--- src/plr_consts.svh ---
`ifndef PLR_CONSTS_SVH
`define PLR_CONSTS_SVH

// reset / power-up value of the stored output
`define PLR_OUT_CLEAR 1'b0
// priority select encodings
`define PLR_PRIO_RESET_DOM 1'b0
`define PLR_PRIO_SET_DOM 1'b1

`endif

--- src/plr_pkg.sv ---
package plr_pkg;
  typedef enum logic {
    PLR_RESET_DOMINANT = 1'b0,
    PLR_SET_DOMINANT = 1'b1
  } plr_prio_e;

  typedef struct packed {
    logic set_in;
    logic reset_in;
    logic toggle_trigger;
  } plr_in_s;

  typedef struct packed {
    plr_prio_e priority_select;
    logic retain_en;
    logic toggle_mode;
  } plr_cfg_s;
endpackage

--- src/plr_edge.sv ---
`timescale 1ns/1ps
`include "plr_consts.svh"
module plr_edge (
  input wire logic clk, // scan clock
  input wire logic rst_b, // async reset, active low
  input wire logic level_in, // sampled trigger level
  output logic rise_pulse // one-cycle rising edge
);
  logic prev_reg;
  logic prev_next;

  always_comb begin
    prev_next = level_in;
  end

  always_ff @(posedge clk or negedge rst_b) begin
    if (!rst_b) begin
      prev_reg <= `PLR_OUT_CLEAR;
    end else begin
      prev_reg <= prev_next;
    end
  end

  assign rise_pulse = level_in & ~prev_reg;
endmodule

--- src/plr_top.sv ---
`timescale 1ns/1ps
`include "plr_consts.svh"
// Overview of operation
// - latch form: set, reset, or hold
// - latch form: both high clears output
// - retained latch state restored after power loss
// - trigger rising edge toggles when idle
// - trigger ignored while set or reset
// - set alone drives output high
// - reset alone drives output low
// - toggle form: both high follows priority select
// - without retention output powers up cleared
// - retentivity option for toggle element
module plr_top (
  input wire logic CORE_CLK, // scan clock, 40 MHz
  input wire logic RST_B, // async reset, active low
  input wire logic POWER_UP, // pulse: supply restored
  input plr_pkg::plr_in_s INPUTS, // set, reset, trigger levels
  input plr_pkg::plr_cfg_s CFG, // priority, retention, toggle enable
  output logic RELAY_OUT // stored output
);
  import plr_pkg::*;

  // ----------------------------------------
  // trigger edge detection
  // ----------------------------------------
  logic trig_rise;

  plr_edge u_edge (
    .clk(CORE_CLK),
    .rst_b(RST_B),
    .level_in(INPUTS.toggle_trigger),
    .rise_pulse(trig_rise)
  );

  // ----------------------------------------
  // input decoding
  // ----------------------------------------
  // both levels low: the only case in which a trigger edge may act
  function automatic logic inputs_idle(plr_in_s lv);
    return !lv.set_in && !lv.reset_in;
  endfunction

  // both levels high: the contested case
  function automatic logic inputs_both(plr_in_s lv);
    return lv.set_in && lv.reset_in;
  endfunction

  // value forced while set and reset are both high
  function automatic logic both_high_value(plr_cfg_s cf);
    logic val;
    val = 1'b0;
    // latch form ignores the priority choice and always clears
    if (cf.toggle_mode && cf.priority_select == PLR_SET_DOMINANT) begin
      val = 1'b1;
    end
    return val;
  endfunction

  // ----------------------------------------
  // output state
  // ----------------------------------------
  logic out_reg;
  logic out_next;
  logic eff_rise;

  // latch form has no trigger and reset dominance
  always_comb begin
    eff_rise = trig_rise & CFG.toggle_mode;
    out_next = out_reg;
    if (POWER_UP && !CFG.retain_en) begin
      // no state kept when option off
      out_next = `PLR_OUT_CLEAR;
    end else if (POWER_UP) begin
      out_next = out_reg;
    end else if (inputs_both(INPUTS)) begin
      out_next = both_high_value(CFG);
    end else if (INPUTS.set_in) begin
      out_next = 1'b1;
    end else if (INPUTS.reset_in) begin
      out_next = 1'b0;
    end else if (eff_rise) begin
      // reached only with set and reset low
      out_next = ~out_reg;
    end else begin
      out_next = out_reg;
    end
  end

  always_ff @(posedge CORE_CLK or negedge RST_B) begin
    if (!RST_B) begin
      out_reg <= `PLR_OUT_CLEAR;
    end else begin
      out_reg <= out_next;
    end
  end

  assign RELAY_OUT = out_reg;
endmodule

--- config.mk ---
export PLATFORM = sky130hd
export DESIGN_NAME = plr_top
export DESIGN_NICKNAME = d
export VERILOG_FILES = /design/src/plr_pkg.sv /design/src/plr_edge.sv /design/src/plr_top.sv
export VERILOG_INCLUDE_DIRS = /design/src
export SDC_FILE = /design/constraint.sdc
export NUM_CORES = 1
export LEC_CHECK = 0
export BUFFER_PORTS_ARGS = -buffer_cell sky130_fd_sc_hd__buf_4
export CAP_MARGIN = 25
export CORE_AREA = 2 2 39 41
export DETAILED_ROUTE_END_ITERATION = 12
export DIE_AREA = 0 0 41 43
export HOLD_SLACK_MARGIN = 0.05
export MAX_ROUTING_LAYER = met4
export PLACE_DENSITY = 0.31
export SYNTH_ARGS = -nofsm -noshare
export SYNTH_HDL_FRONTEND = slang
export SYNTH_SLANG_ARGS = --single-unit
--- constraint.sdc ---
create_clock -name CORE_CLK -period 1.1 [get_ports CORE_CLK]
set_clock_uncertainty 0.15 [all_clocks]
set_input_delay 0.165 -clock CORE_CLK [delete_from_list [all_inputs] [get_ports CORE_CLK]]
set_output_delay 0.165 -clock CORE_CLK [all_outputs]
set_load 0.02 [all_outputs]
Yosys cells after proc, flatten, opt, wreduce, memory -nomap -nowiden
Cells that the tools add are included.

Register bits after elaboration: 2. Bits in latches: 0. Bits in writable memories: 0. Memory bits (read-only): 0. Input bits: 9. Logic and storage cells: 20. Memories: 0.

Add/sub/neg operators: 0. Multiply operators: 0. Divide/modulo/power cells: 0. Magnitude comparators: 0. Eq/ne operators: 1. Shifts and indexed selects: 0. Muxes and demuxes: 7. Bitwise logic cells: 4. Reductions and logical operators: 6.

Operator list (number): 2-to-1 mux 1 bit (7); nonzero test 5 bit (1); logical AND 1 bit (3); AND 1 bit (2); != test 2 x 1 -> 1 bit (second input constant) (1); NOT 1 bit (2); AND reduction 2 bit (1); zero test 1 bit (1).

Depth between registers and ports, before layout
Word-level depth: 9. Mapped depth: 3. Gate-level depth less buffers: 3.

Cells and area by module
Synthesis repeated with hierarchy kept, for this count alone.

Cell total of the unflattened synthesis: 11. Area, all modules: 111.4 um^2.

Modules (own cells, without submodules): plr_top (instances 1, cells an instance 9, area each 72.6 um^2, seq. area each 25.0 um^2); plr_edge (instances 1, cells an instance 2, area each 38.8 um^2, seq. area each 25.0 um^2).

Least setup slack after synthesis
OpenSTA, ideal clock, no wires.

Path kind: reg-to-reg. Start: register out_reg (netlist: RELAY_OUT). End: register out_reg (netlist: RELAY_OUT). Arrival: 0.808 ns. Data required time: 0.872 ns. Slack: 0.064 ns. Stages on the path, launching flop included: 4. Buffers on the path: 0. Period minus slack after synthesis: 1.036 ns. Cells stage by stage: dfrtp_1 -> nor2_1 -> a2bb2oi_1 -> o2bb2ai_1.

Longest elaborated chain between the ends: 7.

Ends and longest elaborated chain: start: declaration (line plr_top.sv:63) `logic out_reg;`; start signal: assignment (line plr_top.sv:92) `` out_reg <= `PLR_OUT_CLEAR; ``; start signal: assignment (line plr_top.sv:94) `out_reg <= out_next;`; NOT 1 bit (line plr_top.sv:84) `out_next = ~out_reg;`; 2-to-1 mux 1 bit (line plr_top.sv:82) `end else if (eff_rise) begin`; 2-to-1 mux 1 bit (line plr_top.sv:80) `end else if (INPUTS.reset_in) begin`; 2-to-1 mux 1 bit (line plr_top.sv:78) `end else if (INPUTS.set_in) begin`; 2-to-1 mux 1 bit (line plr_top.sv:76) `end else if (inputs_both(INPUTS)) begin`; 2-to-1 mux 1 bit (line plr_top.sv:74) `end else if (POWER_UP) begin`; 2-to-1 mux 1 bit (line plr_top.sv:71) `if (POWER_UP && !CFG.retain_en) begin`.

No other way between the ends. The select of a mux whose other input is x is not followed. A chain may end at the register's enable or synchronous reset.

Final worst setup path
Start: register out_reg (netlist: RELAY_OUT). End: output RELAY_OUT.

RTL lines: end: declaration (line plr_top.sv:20) `output logic RELAY_OUT`.

No word-level cell between the ends.

==> results.tsv <==
metric	value	unit
status	completed	
worstPathRequired	0.78	ns
clockBufferDepth	2	
via_per_inst	3.30	
finalHoldViolations	0	
fin_cells	43	
drc_errors	0	
vdd_drop_max	0.549	mV
drv_cap	0	
layout_setup_ws	0.0211	ns
grt_pass1_vias	119	
numCtsBuffers	3	
syn_area	111	um2
synth_area_leaders	dfrtp_1, a2bb2oi_1, o2bb2ai_1	
slew_violations	0	
crit_type	flip-flop to primary output	
synth_cell_types	10	
numClockSinks	2	
finalSetupViolCount	0	
tightest_slew	0.138	ns
syn_nets	22	
port_buffers	9	
cp_num_cells	1	
relSlewSlack	0.908	
grt_use_total	0.0524	
final_area	251	um2
root_buffer	clkbuf_4	
dieArea	0.00176	mm2
netlist_instances	13	
crit_path_end_kind	primary output	
clock_latency	0.23	ns
vias	142	
startpoint_type	flip-flop	
synthTopCellsByCount	dfrtp_1, inv_1, nor2_1	
period_needed	1.08	ns
cp_max_fo	3	
grt_remaining_overflow	0	
place_area	199	um2
use_met3	0.0628	
path_cells	buf_6	
drtIter0Drc	1	
met1_usage	0.0703	
async_flop_share	1.00	
crit_slowest_cell	dfrtp_1	
cpPeakStageDelay	0.39	ns
synth_ff_type	dfrtp_1	
areaGrowthSynthToFinish	126	%
antenna_found_initial	0	
nNetsFinal	38	
start_util	0.0805	
synth_edf_count	0	
postRouteAntennaNets	0	
ys_ff_latch	2	
crit_family	flip-flops	
cp_num_buf_inv	1	
r2r_cells	3	
die_x	41	um
rows	14	
grt_max_degree	4	
fin_setup_tns	0	ns
fmax	927	MHz
grt_busiest_layer	met1	
wl_per_cell	8.65	um
power.density	1270	mW/mm2
fin_crit_sh	0.981	
pre_cts_slack	0.0724	ns
core_area	0.00138	mm2
cts_setup_buffers	0	
synth-warning-count	0	
synth_top_cell_area_share	0.449	
die_h	43	um
ys_seq_area_frac	0.449	
hp-class	input port to flip-flop	
avgSynthCellArea	8.57	um2
met2_usage	0.0344	
leakage	0.118	nW
drive_above_1_share	0.481	
diodes	0	
drtPass1Iterations	3	
critical_path_arrival	0.76	ns
place_inst	38	
grt_pass1_wl	496	um
tritoncts	done	
hold_path_depth	3	
pin_count	10	
yosysTopAreaCell	dfrtp_1	
routed_wl	372	um
cts.clk_slew.worst_paths	0.03	ns
gp_congestion	0.639	
h-tree-depth	1	
rsz0062_at_grt	true	
## through the flow
step                      power (mW)  utilization  hold WS [ns]
after global routing           0.348        0.182        0.0746
after CTS                      0.322        0.175        0.0511
after detailed placement       0.141        0.144        -0.199
final                          0.320        0.182        0.0569
after floorplan                0.105            -        -0.281
after global placement         0.139        0.144        -0.199
## final timing paths
kind,from,endpoint,slack [ns]
hold reg to reg,RELAY_OUT$_DFFE_PN0P_,RELAY_OUT$_DFFE_PN0P_,0.40
hold / removal,POWER_UP,RELAY_OUT$_DFFE_PN0P_,0.06
min in group asynchronous,RST_B,RELAY_OUT$_DFFE_PN0P_,0.11
max in group asynchronous,RST_B,u_edge.prev_reg$_DFF_PN0_,0.60
setup / recovery,RELAY_OUT$_DFFE_PN0P_,RELAY_OUT,0.02
setup reg to reg,u_edge.prev_reg$_DFF_PN0_,RELAY_OUT$_DFFE_PN0P_,0.06
## routing by layer
layer,wire [um],up-vias
met5,0,-
met3,65,0
met4,0,0
met1,205,54
li1,-,74
met2,101,14
## cell families after synthesis
logic type,share of synthesized area
flops,0.449
simple gates,0.225
compound gates,0.258
buf+inv,0.0674
## where the power goes
group          total [mW]  internal (mW)  switching (mW)
sequential         0.0837         0.0798         0.00391
clock               0.168          0.121          0.0474
combinational      0.0683         0.0426          0.0257
## cell type report
class	count	area, um2
fillers	156	1130
inverters	2	7.51
multi-input cells	9	60.1
clock buffers	3	22.5
flip-flops and latches	2	50.0
repair buffers	11	91.3
well taps	16	20.0
## layout by cell type, fill, tap and decap left out
| master | n |
|---|---|
| and2_1 | 1 |
| a31oi_1 | 1 |
| buf_6 | 1 |
| o2bb2ai_1 | 1 |
| a21oi_1 | 1 |
| dfrtp_1 | 2 |
| clkbuf_4 | 3 |
| buf_4 | 8 |
| nand2_1 | 1 |
| nor2_1 | 2 |
| dlygate4sd3_1 | 2 |
| nand3b_1 | 1 |
| a2bb2oi_2 | 1 |
| inv_1 | 2 |
## worst register-to-register path: stages (launching register included)
cell       delay, ns
dfrtp_1         0.34
nand3b_1        0.17
a31oi_1         0.18
o2bb2ai_1       0.09
## what timing repair did
action | 4_1_cts | 5_1_grt
setup endpoints to repair | 0 | 2
hold buffers | 2 | 0
hold endpoints to repair | 3 | 0
gates resized for setup | 0 | 2
No activity file was read; power rests on OpenSTA's default activity.
